File: src/verilog/pwst_pkg.sv
// Shared constants, encodings and carrier types of the prescaler and wake standby timer.
`default_nettype none
package pwst_pkg;

   // Counter widths.
   localparam int unsigned SYS_W = 13;
   localparam int unsigned WATCH_W = 5;
   localparam int unsigned DIV4_W = 2;
   localparam int unsigned PRE_W = 7;
   localparam int unsigned STBY_W = 15;
   localparam int unsigned SETTLE_W = 10;

   // Reset values of the two prescalers, and the last count of the divide-by-4 stage.
   localparam logic [12:0] SYS_RESET = 13'h0000;
   localparam logic [4:0] WATCH_RESET = 5'h00;
   localparam logic [1:0] DIV4_RESET = 2'h0;
   localparam logic [1:0] DIV4_LAST = 2'h3;

   // Tap fabric: 13 system taps followed by 8 watch taps.
   localparam int unsigned N_SYS_TAPS = 13;
   localparam int unsigned N_WATCH_TAPS = 8;
   localparam int unsigned N_TAPS = 21;
   localparam int unsigned TAP_SEL_W = 5;
   localparam logic [4:0] TAP_SEL_LAST = 5'h14;
   localparam int unsigned N_PERIPH = 6;

   // Power mode codes presented by the power controller.
   localparam logic [2:0] MODE_ACT_HIGH = 3'h0;
   localparam logic [2:0] MODE_ACT_MED = 3'h1;
   localparam logic [2:0] MODE_SLP_HIGH = 3'h2;
   localparam logic [2:0] MODE_SLP_MED = 3'h3;
   localparam logic [2:0] MODE_SUBACT = 3'h4;
   localparam logic [2:0] MODE_SUBSLP = 3'h5;
   localparam logic [2:0] MODE_WATCH = 3'h6;
   localparam logic [2:0] MODE_STANDBY = 3'h7;

   // Medium-speed input divider: terminal counts for divide by 16, 32, 64 and 128.
   localparam logic [1:0] MED_SEL_16 = 2'h0;
   localparam logic [1:0] MED_SEL_32 = 2'h1;
   localparam logic [1:0] MED_SEL_64 = 2'h2;
   localparam logic [1:0] MED_SEL_128 = 2'h3;
   localparam logic [6:0] MED_TC_16 = 7'h0f;
   localparam logic [6:0] MED_TC_32 = 7'h1f;
   localparam logic [6:0] MED_TC_64 = 7'h3f;
   localparam logic [6:0] MED_TC_128 = 7'h7f;

   // Field positions in the first system control register and the timer A mode register.
   localparam int unsigned STS_MSB = 6;
   localparam int unsigned STS_LSB = 4;
   localparam int unsigned TMA_CLR_B3 = 3;
   localparam int unsigned TMA_CLR_B2 = 2;

   // Standby lengths in states, indexed by the 3-bit select code.
   localparam logic [14:0] STBY_MIN = 15'h0008;
   localparam logic [7:0][14:0] STBY_TABLE = {
      15'h0100, 15'h0008, 15'h0010, 15'h1000, 15'h0800, 15'h0400, 15'h4000, 15'h2000};

   // Oscillator settling time; a least time, so the cycle count rounds up.
   localparam int unsigned CLK_PERIOD_NS = 20;
   localparam int unsigned OSC_SETTLE_NS = 10000;
   localparam logic [9:0] OSC_SETTLE_CYC = 10'((OSC_SETTLE_NS + CLK_PERIOD_NS - 1) / CLK_PERIOD_NS);

   // Wake sequencer states.
   typedef enum logic [3:0] {
      WK_RUN = 4'b0001,
      WK_HALT = 4'b0010,
      WK_SETTLE = 4'b0100,
      WK_STBY = 4'b1000
   } pwst_wake_t;

   // Clock taps handed to the peripherals.
   typedef struct packed {
      logic [7:0] watch;
      logic [12:0] sys;
   } pwst_taps_t;

   // Whole state of the main module.
   typedef struct packed {
      pwst_wake_t wake;
      logic [12:0] sys_cnt;
      logic [6:0] pre_cnt;
      logic [1:0] sub_sync;
      logic sub_prev;
      logic [1:0] div4;
      logic [4:0] watch_cnt;
      logic [14:0] wait_cnt;
      logic [9:0] settle_cnt;
      pwst_taps_t taps;
      logic osc_run;
      logic cpu_hold;
      logic wake_done;
   } pwst_state_t;

   // Whole state of one tap selector.
   typedef struct packed {
      logic prev;
      logic tick;
   } pwst_sel_state_t;

endpackage
`default_nettype wire

File: src/verilog/pwst_tap_select.sv
// One peripheral's private choice of prescaler tap, turned into a one-cycle tick.
`timescale 1ns/1ps
`default_nettype none
module pwst_tap_select (
   input wire logic clk_sys,
   input wire logic rst,
   input wire logic ce,
   input wire pwst_pkg::pwst_taps_t taps,
   input wire logic [4:0] sel,
   output logic tick
);

   pwst_pkg::pwst_sel_state_t state_reg;
   pwst_pkg::pwst_sel_state_t state_next;
   logic [20:0] tap_vec;
   logic level;

   assign tap_vec = {taps.watch, taps.sys};

   always_comb begin
      state_next = state_reg;
      if (sel <= pwst_pkg::TAP_SEL_LAST) begin
         level = tap_vec[sel];
      end else begin
         level = 1'b0;
      end
      // A rising edge of the chosen tap is one period of the divided clock.
      state_next.tick = level & ~state_reg.prev;
      state_next.prev = level;
   end

   always_ff @(posedge clk_sys) begin
      if (rst) begin
         state_reg <= '0;
      end else if (ce) begin
         state_reg <= state_next;
      end
   end

   assign tick = state_reg.tick;

endmodule // pwst_tap_select
`default_nettype wire

File: src/verilog/pwst_top.sv
// System and watch prescalers, peripheral tap selection and the wake-up standby timer.
`timescale 1ns/1ps
`default_nettype none
module pwst_top #(
   parameter logic [7:0][14:0] STBY_LEN = pwst_pkg::STBY_TABLE
) (
   input wire logic clk_sys,
   input wire logic rst,
   input wire logic ce,
   input wire logic [2:0] power_mode,
   input wire logic [1:0] med_div_sel,
   input wire logic wake_accept,
   input wire logic [7:0] system_control_one,
   input wire logic [7:0] timer_a_mode_reg,
   input wire logic timer_a_mode_wr,
   input wire logic subclock_in_pin,
   input wire logic [5:0][4:0] periph_tap_sel,
   output logic [5:0] periph_tick,
   output pwst_pkg::pwst_taps_t taps,
   output logic osc_enable,
   output logic cpu_hold,
   output logic wake_done
);

   pwst_pkg::pwst_state_t state_reg;
   pwst_pkg::pwst_state_t state_next;

   logic mode_stop;
   logic mode_med;
   logic sys_run;
   logic phi_on;
   logic [6:0] pre_tc;
   logic phi_tick;
   logic sub_rise;
   logic tma_clear;
   logic [2:0] stby_sel;
   logic [14:0] stby_len;

   // Modes in which the system oscillator is stopped, and the two medium-speed modes.
   always_comb begin
      mode_stop = (power_mode == pwst_pkg::MODE_STANDBY) ||
                  (power_mode == pwst_pkg::MODE_WATCH) ||
                  (power_mode == pwst_pkg::MODE_SUBACT) ||
                  (power_mode == pwst_pkg::MODE_SUBSLP);
      mode_med = (power_mode == pwst_pkg::MODE_ACT_MED) ||
                 (power_mode == pwst_pkg::MODE_SLP_MED);
   end

   always_comb begin
      if (med_div_sel == pwst_pkg::MED_SEL_16) begin
         pre_tc = pwst_pkg::MED_TC_16;
      end else if (med_div_sel == pwst_pkg::MED_SEL_32) begin
         pre_tc = pwst_pkg::MED_TC_32;
      end else if (med_div_sel == pwst_pkg::MED_SEL_64) begin
         pre_tc = pwst_pkg::MED_TC_64;
      end else begin
         pre_tc = pwst_pkg::MED_TC_128;
      end
   end

   assign stby_sel = system_control_one[pwst_pkg::STS_MSB:pwst_pkg::STS_LSB];

   always_comb begin
      stby_len = STBY_LEN[stby_sel];
      if (stby_len < pwst_pkg::STBY_MIN) begin
         stby_len = pwst_pkg::STBY_MIN;
      end
   end

   assign tma_clear = timer_a_mode_wr &&
                      timer_a_mode_reg[pwst_pkg::TMA_CLR_B3] &&
                      timer_a_mode_reg[pwst_pkg::TMA_CLR_B2];

   // The system clock runs in the run state outside the stop modes, and also
   // during the standby wait, where the recovered clock is already stable.
   assign sys_run = (state_reg.wake == pwst_pkg::WK_RUN) && !mode_stop;
   assign phi_on = sys_run || (state_reg.wake == pwst_pkg::WK_STBY);

   // One system clock period: every cycle at high speed, one in N at medium speed.
   assign phi_tick = phi_on && (!mode_med || (state_reg.pre_cnt == pre_tc));

   // Only the second synchroniser stage and its delayed copy are compared.
   assign sub_rise = state_reg.sub_sync[1] && !state_reg.sub_prev;

   always_comb begin
      state_next = state_reg;
      state_next.wake_done = 1'b0;

      // Subclock pin passes two flip-flops before use.
      state_next.sub_sync = {state_reg.sub_sync[0], subclock_in_pin};
      state_next.sub_prev = state_reg.sub_sync[1];

      // Medium-speed predivider; held at zero while the system clock is stopped.
      if (!phi_on || !mode_med || (state_reg.pre_cnt == pre_tc)) begin
         state_next.pre_cnt = 7'h00;
      end else begin
         state_next.pre_cnt = state_reg.pre_cnt + 7'h01;
      end

      if (!sys_run) begin
         state_next.sys_cnt = pwst_pkg::SYS_RESET;
      end else if (phi_tick) begin
         state_next.sys_cnt = state_reg.sys_cnt + 13'h0001;
      end

      if (sub_rise) begin
         state_next.div4 = state_reg.div4 + 2'h1;
      end
      if (tma_clear) begin
         state_next.watch_cnt = pwst_pkg::WATCH_RESET;
      end else if (sub_rise && (state_reg.div4 == pwst_pkg::DIV4_LAST)) begin
         state_next.watch_cnt = state_reg.watch_cnt + 5'h01;
      end

      state_next.taps.sys = state_next.sys_cnt;
      state_next.taps.watch = {state_next.watch_cnt, state_next.div4, state_reg.sub_sync[1]};

      // Wake sequencer.
      case (state_reg.wake)
         pwst_pkg::WK_RUN: begin
            state_next.cpu_hold = 1'b0;
            state_next.osc_run = 1'b1;
            if (mode_stop) begin
               state_next.wake = pwst_pkg::WK_HALT;
               state_next.osc_run = 1'b0;
               state_next.cpu_hold = 1'b1;
            end
         end
         pwst_pkg::WK_HALT: begin
            if (wake_accept) begin
               state_next.wake = pwst_pkg::WK_SETTLE;
               state_next.osc_run = 1'b1;
               state_next.settle_cnt = 10'h000;
            end
         end
         pwst_pkg::WK_SETTLE: begin
            if (state_reg.settle_cnt == (pwst_pkg::OSC_SETTLE_CYC - 10'h001)) begin
               state_next.wake = pwst_pkg::WK_STBY;
               state_next.wait_cnt = 15'h0000;
            end else begin
               state_next.settle_cnt = state_reg.settle_cnt + 10'h001;
            end
         end
         pwst_pkg::WK_STBY: begin
            if (phi_tick) begin
               if (state_reg.wait_cnt == (stby_len - 15'h0001)) begin
                  state_next.wake = pwst_pkg::WK_RUN;
                  state_next.cpu_hold = 1'b0;
                  state_next.wake_done = 1'b1;
               end else begin
                  state_next.wait_cnt = state_reg.wait_cnt + 15'h0001;
               end
            end
         end
         default: begin
            state_next.wake = pwst_pkg::WK_RUN;
            state_next.cpu_hold = 1'b0;
            state_next.osc_run = 1'b1;
         end
      endcase
   end

   always_ff @(posedge clk_sys) begin
      if (rst) begin
         state_reg.wake <= pwst_pkg::WK_RUN;
         state_reg.sys_cnt <= pwst_pkg::SYS_RESET;
         state_reg.pre_cnt <= 7'h00;
         state_reg.sub_sync <= 2'h0;
         state_reg.sub_prev <= 1'b0;
         state_reg.div4 <= pwst_pkg::DIV4_RESET;
         state_reg.watch_cnt <= pwst_pkg::WATCH_RESET;
         state_reg.wait_cnt <= 15'h0000;
         state_reg.settle_cnt <= 10'h000;
         state_reg.taps <= '0;
         state_reg.osc_run <= 1'b1;
         state_reg.cpu_hold <= 1'b0;
         state_reg.wake_done <= 1'b0;
      end else if (ce) begin
         state_reg <= state_next;
      end
   end

   assign taps = state_reg.taps;
   assign osc_enable = state_reg.osc_run;
   assign cpu_hold = state_reg.cpu_hold;
   assign wake_done = state_reg.wake_done;

   genvar gi;
   generate
      for (gi = 0; gi < pwst_pkg::N_PERIPH; gi = gi + 1) begin : g_periph
         pwst_tap_select u_sel (
            .clk_sys(clk_sys),
            .rst(rst),
            .ce(ce),
            .taps(state_reg.taps),
            .sel(periph_tap_sel[gi]),
            .tick(periph_tick[gi])
         );
      end
   endgenerate

endmodule // pwst_top
`default_nettype wire

File: config.mk
export PLATFORM = sky130hd
export DESIGN_NAME = pwst_top
export DESIGN_NICKNAME = d
export VERILOG_FILES = /design/src/verilog/pwst_pkg.sv /design/src/verilog/pwst_tap_select.sv /design/src/verilog/pwst_top.sv
export SDC_FILE = /design/constraint.sdc
export NUM_CORES = 1
export LEC_CHECK = 0
export BUFFER_PORTS_ARGS = -buffer_cell sky130_fd_sc_hd__clkbuf_2
export CAP_MARGIN = 20
export CORE_ASPECT_RATIO = 1.5
export CORE_MARGIN = 4
export CORE_UTILIZATION = 54
export CTS_BUF_LIST = sky130_fd_sc_hd__clkbuf_8 sky130_fd_sc_hd__clkbuf_16
export DETAILED_ROUTE_END_ITERATION = 7
export PLACE_DENSITY = 0.74
export SYNTH_ARGS = -nofsm -noshare
export SYNTH_HDL_FRONTEND = slang
export SYNTH_SLANG_ARGS = --single-unit
export TNS_END_PERCENT = 100
File: constraint.sdc
create_clock -name clk_sys -period 3.45 [get_ports clk_sys]
set_input_delay 0.345 -clock clk_sys [delete_from_list [all_inputs] [get_ports clk_sys]]
set_output_delay 0.345 -clock clk_sys [all_outputs]
set_load 0.02 [all_outputs]
==> flow_summary.ini, run 1 <==
[setup_path]
critPathLaunchType = primary input
rrSetupSlack_ps = 910
crit_type = primary input to register
worstPathRequired_ps = 3660
cp_slowest_cell = or4_4
crit_family = simple AND/OR/NAND/NOR gates
max_stage_delay_ps = 460
crit_buf_inv = 2
reg2reg_from = state_reg[24]
arrival_ps = 2860
r2r_cells = 6
reg2reg_to = state_reg[79]
crit_chain = clkbuf_2 > or2_2 > ha_1 > xor2_1 > o22ai_1 > or4_4 > or2_4 > o21ai_4 > buf_4 > or3_1 > a21oi_2
cp_max_fo = 16
endpoint_kind = register

[placement]
place_ws_ps = 456
hpwlAfterDp_mm = 9.25
io_buffers = 74
gp_congestion = 0.853

[synth]
yosysWarnings = 0
yosysTopAreaCellShare = 0.293
yosys.area_share.simple = 0.229
synth_top_family_by_area = simple AND/OR/NAND/NOR gates
yosysTopAreaCell = dfxtp_1
synth_enable_flop_cells = 0
ys_types = 67
synthCells = 550
synth.area.top_cells = dfxtp_1 (29%), mux4_2 (16%), nor2_1 (5.8%)
synthAdderAreaFrac = 0.0173
avgSynthCellArea_sq_um = 9.18
synth-seq-cells = 74
syn-num-nets = 614
synth_flop_cell = dfxtp_1
synthXorXnorAreaFrac = 0.0468
synthesis.area_sq_um = 5050
ys_async_sr_fraction = 0
ys_seq_area_frac = 0.293
synthMuxAreaShare = 0.212
synth_compound_area_frac = 0.127

[route]
route.detailed.drc = 0
drt_iter0_drc = 285
drtAntennaViolNets = 0
wl_mm = 12.8
routed_via_density = 6.31
wl_per_cell_microns = 18.3
firstDrtPassIters = 4
vias = 4414

[global_route]
grt_max_degree = 44
grt_pass1_wl_mm = 21.3
antenna_found_initial = 0
gr-usage-met1 = 0.275
use_met3 = 0.0533
grt_util_all_layers = 0.244
busiest_layer = met2
grt_pass1_vias = 4453
gr-total-overflow = 0
use_met2 = 0.425

[clock_tree]
ctsResizeCount = 0
path_clk_slew_ps = 60
cts_tree = built
clock_sinks = 74
root_buffer = clkbuf_16
cts_setup_buffers = 0
cts_max_path_buffers = 2
ctsHoldBuffers = 0
h-tree-depth = 3
insertion_delay_ps = 340
cts_buffers = 9

[floorplanning]
dieArea_sq_um = 11000
num_rows = 43
fp.coreArea_sq_um = 9200
initial_core_util = 0.549
boundaryPins = 87
die_x_microns = 87.0
die_h_microns = 126

[finish]
largest_reg_flops = 42
drive_gt1_frac = 0.257
antenna_cells = 0
multi_input_area_sq_um = 3190
nFillCells = 777
syn_to_final_growth_pct = 12.4
fin_nets = 647
seq_area_sq_um = 1480

[min_path]
hp-start = subclock_in_pin
hold_class = primary input to register
whs_path_depth = 3
min_to = state_next[58]

[sta]
fmax_mhz = 376
setup_slack_ps = 791
tns_ps = 0
setup_viol = 0
skew_ps = 5.33
layout_min_cycle_time_ps = 2660
slew_headroom = 0.510
final-hold-violation-count = 0
grt_setup_unrepaired = false
fin_crit_sh = 0.771
maxSlewViolCount = 0
worstMarginPinSlew_ps = 730

[power]
p_leak_nw = 2.23
powerDensity_nw_per_um2 = 419
vdd_drop_max_mv = 0.403

[run]
cap_violations = 0

[outcome]
outcome = complete, no violations
==> layout by cell type (no fill, tap or decap), types with 3 or more instances in the layout <==
cell type / count
clkbuf_2: 74
nor2b_1: 4
nor4b_1: 4
o21ai_0: 12
mux4_2: 36
nand3_1: 15
nand3b_1: 4
o31ai_1: 4
nor3b_1: 7
o21a_1: 3
xor2_1: 15
a21o_1: 3
and4_1: 6
bufinv_16: 6
a21oi_1: 27
nor3_1: 8
xnor2_1: 12
mux2i_1: 25
dfxtp_1: 74
and2_1: 4
a21oi_2: 4
nand2b_1: 8
buf_4: 7
and3_1: 13
clkbuf_16: 9
o21ai_2: 4
a22oi_1: 3
or3_1: 8
or4_1: 7
nor2_1: 78
inv_1: 6
ha_1: 7
a211oi_1: 6
nand4_1: 11
nand2_1: 35
o211ai_1: 4
==> cell usage after synthesis, types with 11 or more instances <==
cell	number
nor2_1	78
dfxtp_1	74
mux4_2	36
nand2_1	35
buf_4	28
a21oi_1	27
mux2i_1	25
clkbuf_1	24
nand3_1	15
xor2_1	15
and3_1	13
o21ai_0	12
xnor2_1	12
nand4_1	11
==> cell type report <==
| type | instances | area share |
|---|---|---|
| multi-input combinational | 411 | 0.563 |
| sequential | 74 | 0.261 |
| timing repair buffer | 81 | 0.0745 |
| clock buffer | 9 | 0.0397 |
| clock inverter | 7 | 0.0333 |
| tap | 112 | 0.0247 |
| inverter | 6 | 0.00397 |
==> how the worst max path moves through the flow <==
stage / startpoint / endpoint / slack (ps) / cells after the start
global placement: system_control_one[4] / state_reg[46] / 510 / 11
detailed placement: system_control_one[4] / state_reg[45] / 460 / 11
CTS: system_control_one[4] / state_reg[38] / 800 / 11
finish: system_control_one[4] / state_reg[41] / 790 / 11
floorplan: system_control_one[5] / state_reg[45] / 590 / 13
global route: system_control_one[4] / state_reg[38] / 620 / 11
==> power by group <==
part           switching [mW]  internal (mW)
clock                   0.365          0.927
combinational           0.118         0.0852
sequential             0.0173          0.867
==> stage by stage <==
stage	utilization	power (mW)	hold WS, ps	instances	cell area, sq um
after floorplan	-	1.04	460	550	5050
after global placement	0.572	1.10	460	684	5260
after detailed placement	0.572	1.10	455	684	5260
after CTS	0.617	2.39	242	700	5680
after global routing	0.617	2.46	269	700	5680
final	0.617	2.38	249	700	5680
==> per-layer routing <==
metal  up-vias  routed length [microns]  share of wire
met3        40                      659          0.051
met2       171                     6810           0.53
li1       2087                        -              -
met5         -                        0              0
met1      2116                     4810           0.38
met4         0                      527          0.041
==> cells by family after synthesis <==
logic type,after synthesis
adders and majority gates,7
buffers and inverters,65
and+or+nand+nor,223
muxes,62
xor gates and xnor gates,27
AOI/OAI and AO/OA,92
DFF,74
==> worst reg2reg max path: cells and delay by family, from the launching register on <==
family | cells | cell delay (ps)
simple gates | 3 | 1370
fa+ha+maj | 1 | 200
compound gates | 2 | 480
flops | 1 | 380
Power figures use the tool's default switching activity.
==> inputs of run 2 (changes only) <==
--- a/config.mk
+++ b/config.mk
@@ -9,10 +9,10 @@
 export CAP_MARGIN = 20
 export CORE_ASPECT_RATIO = 1.5
 export CORE_MARGIN = 4
-export CORE_UTILIZATION = 54
+export CORE_UTILIZATION = 52
 export CTS_BUF_LIST = sky130_fd_sc_hd__clkbuf_8 sky130_fd_sc_hd__clkbuf_16
 export DETAILED_ROUTE_END_ITERATION = 7
-export PLACE_DENSITY = 0.74
+export PLACE_DENSITY = 0.75
 export SYNTH_ARGS = -nofsm -noshare
 export SYNTH_HDL_FRONTEND = slang
 export SYNTH_SLANG_ARGS = --single-unit
==> constraint.sdc (replaced) <==
create_clock -name clk_sys -period 2.3 [get_ports clk_sys]
set_input_delay 0.23 -clock clk_sys [delete_from_list [all_inputs] [get_ports clk_sys]]
set_output_delay 0.23 -clock clk_sys [all_outputs]
set_load 0.02 [all_outputs]
==> run 2 against run 1 <==
  * Global-route usage shrank 0.73 points
  * Critical path depth grew 1
  * Clock skew increased by 1.7 ps
  * Sequential power increased by 49%
  * Total power increased by 40%
  * Design area increased by 8.1%
  * Largest cell class unchanged
  * Clock power increased by 27%
  * Count of clock-buffer cells in the layout up 1
==> flow_summary.ini, run 2 (same netlist as run 1, synthesis figures left out) <==
[global_route]
grt_max_degree = 44
grt_pass1_wl_mm = 21.3
antenna_found_initial = 0
grt_util_all_layers = 0.237
grt_pass1_vias = 4671
gr-total-overflow = 0

[floorplanning]
dieArea_sq_um = 11400
boundaryPins = 87
num_rows = 43
die_x_microns = 88.5
fp.coreArea_sq_um = 9360
initial_core_util = 0.539
die_h_microns = 129

[setup_path]
crit_type = primary input to register
worstPathRequired_ps = 2510
r2r_cells = 9
reg2reg_to = state_reg[40]
arrival_ps = 2510
critPathLaunchType = primary input
cp_max_fo = 8
endpoint_kind = register
rrSetupSlack_ps = 10
reg2reg_from = state_reg[34]

[clock_tree]
insertion_delay_ps = 340
cts_max_path_buffers = 2
cts_tree = built
h-tree-depth = 3
root_buffer = clkbuf_16
clock_sinks = 74
cts_buffers = 9
path_clk_slew_ps = 60

[sta]
layout_min_cycle_time_ps = 2300
setup_slack_ps = 4.86
skew_ps = 7.00
fin_crit_sh = 0.998
fmax_mhz = 436
worstMarginPinSlew_ps = 456
whs_ps = 140
maxSlewViolCount = 0
grt_setup_unrepaired = true
final-hold-violation-count = 0
slew_headroom = 0.696
setup_viol = 0

[min_path]
whs_path_depth = 3
hp-start = subclock_in_pin
min_to = state_next[58]
hold_class = primary input to register

[power]
powerDensity_nw_per_um2 = 543
p_seq_frac = 0.397
internal-power_mw = 2.56
pwr-share-comb = 0.111
p_sw_frac = 0.232
p_leak_nw = 2.47
vdd_drop_max_mv = 0.339
p_sw_uw = 774
p_clk_frac = 0.493

[route]
drtAntennaViolNets = 0
route.detailed.drc = 0
wl_per_cell_microns = 17.5
wl_mm = 13.0
drt_iter0_drc = 251
routed_via_density = 6.15
firstDrtPassIters = 4
vias = 4582

[finish]
nFillCells = 758
syn_to_final_growth_pct = 21.5
drive_gt1_frac = 0.351
seq_area_sq_um = 1490
fin_nets = 692
multi_input_area_sq_um = 3330
largest_reg_flops = 42
layout_common_cells = nor2_1 (78), clkbuf_2 (71), dfxtp_1 (70)
final_common_cell = nor2_1
antenna_cells = 0

[placement]
hpwlAfterDp_mm = 9.49
gp_congestion = 0.883
place_ws_ps = -363
io_buffers = 74

[outcome]
outcome = complete, no violations

[run]
cap_violations = 0
run 2: cell types whose count changed in the layout (fill, tap and decap cells not counted), moves of 4 or more:
cell / previous run / this run
buf_4: 7 / 49
or3_1: 8 / 2
or3_4: 0 / 6
dfxtp_2: 0 / 4
dfxtp_1: 74 / 70
buf_6: 0 / 4
run 2: worst max path at each step:
stage	endpoint	from	slack (ps)	cells past startpoint
2_1_floorplan	state_reg[45]	system_control_one[5]	-240	13
3_3_place_gp	state_reg[41]	system_control_one[6]	-300	12
4_1_cts	state_reg[37]	system_control_one[6]	2	12
5_1_grt	state_reg[38]	system_control_one[6]	-80	12
6_report	state_reg[40]	system_control_one[6]	5	12
3_5_place_dp	state_reg[37]	system_control_one[6]	-360	12
run 2: critical path, cell delays in order:
cell and delay (ps):
buf_8 80, nand2_4 40, or2_4 230, ha_4 260, xor2_1 150, nand4_1 110, or4_4 550, or2_4 270
o21ai_4 250, buf_6 170, or3_4 120, a21oi_2 40
run 2: through the flow:
stage                      util  TNS, ps  power [mW]  cell area (sq um)  instances
final                     0.655        0        3.33               6140        745
after global routing      0.655    -1020        3.45               6140        745
after CTS                 0.638        0        3.34               5980        739
after detailed placement  0.597    -5930        1.70               5590        723
after global placement    0.597    -4870        1.69               5590        723
after floorplan               -    -3700        1.56               5080        550
run 2: per-layer routing:
metal | GRT usage | share of wire | vias up
met5 | 0 | 0 | -
met4 | 0.109 | 0.033 | 0
met3 | 0.0340 | 0.041 | 41
met2 | 0.451 | 0.57 | 135
met1 | 0.248 | 0.36 | 2236
li1 | - | - | 2170
run 2: area by class of cell:
type | instances | share of cell area
timing repair buffer | 126 | 0.131
inverter | 6 | 0.00367
clock buffer | 10 | 0.0389
sequential | 74 | 0.242
multi-input combinational | 411 | 0.543
tap | 112 | 0.0228
clock inverter | 6 | 0.0186
run 2: power groups by stage:
stage / Sequential, mW / Clock [mW] / Combinational [mW]
5_1_grt: 1.32 / 1.72 / 0.401
2_1_floorplan: 1.35 / 0 / 0.216
4_1_cts: 1.32 / 1.67 / 0.358
6_report: 1.32 / 1.64 / 0.369
3_3_place_gp: 1.35 / 0 / 0.343
3_5_place_dp: 1.35 / 0 / 0.351
run 2: repair_timing:
| action | in CTS | in global routing |
|---|---|---|
| setup endpoints to repair | 15 | 19 |
| gates cloned | 0 | 1 |
| gates resized for setup | 5 | 37 |
| hold buffers | 0 | 0 |
| pin swaps | 1 | 20 |
| setup buffers | 0 | 5 |
| endpoints found under the hold margin | 0 | 0 |
==> inputs of run 3 (changes only) <==
--- a/config.mk
+++ b/config.mk
@@ -12,7 +12,7 @@
 export CORE_UTILIZATION = 52
 export CTS_BUF_LIST = sky130_fd_sc_hd__clkbuf_8 sky130_fd_sc_hd__clkbuf_16
 export DETAILED_ROUTE_END_ITERATION = 7
-export PLACE_DENSITY = 0.75
+export PLACE_DENSITY = 0.88
 export SYNTH_ARGS = -nofsm -noshare
 export SYNTH_HDL_FRONTEND = slang
 export SYNTH_SLANG_ARGS = --single-unit
==> run 3 against run 2 <==
  * Wire length is 9.6% higher
  * Combinational power rose by 1%
  * Clock skew about the same
  * Cell count is 1.2% lower
  * Die area unchanged
  * Register-to-register slack gained 80 ps
  * Via count rose by 5.2%
  * Critical endpoint is now state_reg[30]
  * Largest cell class unchanged
==> flow_summary.ini, run 3 (same netlist as run 1, synthesis figures left out) <==
[global_route]
use_met2 = 0.460
use_met3 = 0.0583
busiest_layer = met2
gr-total-overflow = 0
antenna_found_initial = 0
gr-usage-met1 = 0.269
grt_pass1_vias = 4947
grt_max_degree = 44
grt_util_all_layers = 0.258
grt_pass1_wl_mm = 23.0

[setup_path]
endpoint_kind = register
crit_type = register to register
worstPathRequired_ps = 2520
arrival_ps = 2430
critPathLaunchType = register
cp_max_fo = 9

[floorplanning]
num_rows = 43
die_h_microns = 129
die_x_microns = 88.5
boundaryPins = 87
fp.coreArea_sq_um = 9360
dieArea_sq_um = 11400
initial_core_util = 0.539

[route]
wl_per_cell_microns = 19.4
drtAntennaViolNets = 0
wl_mm = 14.3
route.detailed.drc = 0
drt_iter0_drc = 311
firstDrtPassIters = 7
vias = 4820
routed_via_density = 6.55

[finish]
largest_reg_flops = 42
final_common_cell = nor2_1
final_cells = 736
syn_to_final_growth_pct = 18.1
drive_gt1_frac = 0.321
design_area_sq_um = 5960
layout_common_cells = nor2_1 (78), clkbuf_2 (72), dfxtp_1 (71)
nFillCells = 718
antenna_cells = 0
utilization = 0.637
fin_nets = 683

[power]
p_leak_nw = 2.38
pwr-share-comb = 0.120
p_clk_frac = 0.458
powerDensity_nw_per_um2 = 524
power_mw = 3.13
p_sw_frac = 0.261
vdd_drop_max_mv = 0.407
p_sw_uw = 815
internal-power_mw = 2.31
p_seq_frac = 0.422

[sta]
final-hold-violation-count = 0
setup_slack_ps = 88.6
setup_viol = 0
worstMarginPinSlew_ps = 467
slew_headroom = 0.688
whs_ps = 211
skew_ps = 7.19
layout_min_cycle_time_ps = 2210
tns_ps = 0
fmax_mhz = 452
grt_setup_unrepaired = true
maxSlewViolCount = 0
fin_crit_sh = 0.961

[min_path]
hold_class = primary input to register

[outcome]
outcome = complete, no violations

[clock_tree]
root_buffer = clkbuf_16
cts_buffers = 9
h-tree-depth = 3
insertion_delay_ps = 340
clock_sinks = 74
cts_max_path_buffers = 2
cts_tree = built
path_clk_slew_ps = 60

[placement]
io_buffers = 74
placed_cells = 719
place_ws_ps = -397
gp_congestion = 0.858
hpwlAfterDp_mm = 10.4
placed_cell_area_sq_um = 5560

[run]
cap_violations = 0
run 3: cell types whose count changed in the layout (fill, tap and decap cells not counted), sizes merged:
cell	change
buf	-10
bufinv	-2
inv	+2
clkinv	+1
run 3: power groups by stage:
stage	Sequential, mW	Clock (mW)	Combinational (mW)
6_report	1.32	1.43	0.374
5_1_grt	1.32	1.50	0.406
4_1_cts	1.32	1.45	0.362
3_5_place_dp	1.35	0	0.355
3_3_place_gp	1.35	0	0.337
2_1_floorplan	1.35	0	0.216
run 3: cell type report:
class / instances / area (sq um) / area share
clock buffer: 9 / 225 / 0.0378
clock inverter: 7 / 76.3 / 0.0128
inverter: 6 / 22.5 / 0.00378
multi-input combinational: 411 / 3290 / 0.551
sequential: 74 / 1490 / 0.249
tap: 112 / 140 / 0.0235
timing repair buffer: 117 / 729 / 0.122
run 3: final timing paths:
check	startpoint	end	slack, ps	cells past startpoint
setup / recovery	state_reg[79]	state_reg[30]	90	8
hold / removal	subclock_in_pin	state_next[58]	210	3
setup reg to reg	state_reg[79]	state_reg[30]	90	8
hold reg to reg	state_reg[45]	state_reg[45]	490	2
run 3: what timing repair did:
item                       CTS  global route
resized for setup            1            24
pin swaps                    1             3
hold buffers                 0             0
setup endpoints to repair    5            32
buffers inserted             0             1
run 3: metal layers:
layer  vias to the layer above  part of all wire
met3                        82             0.069
met2                       264              0.54
met5                         -                 0
met4                         0             0.050
li1                       2157                 -
met1                      2317              0.34
run 3: worst max-delay path, cell delays in order, from the launching register on:
cell and delay, ps:
dfxtp_1 330, buf_4 180, or4b_1 520, a41oi_2 220
o21a_1 200, and4_1 270, and3_1 190, xnor2_1 120
nor2_1 60
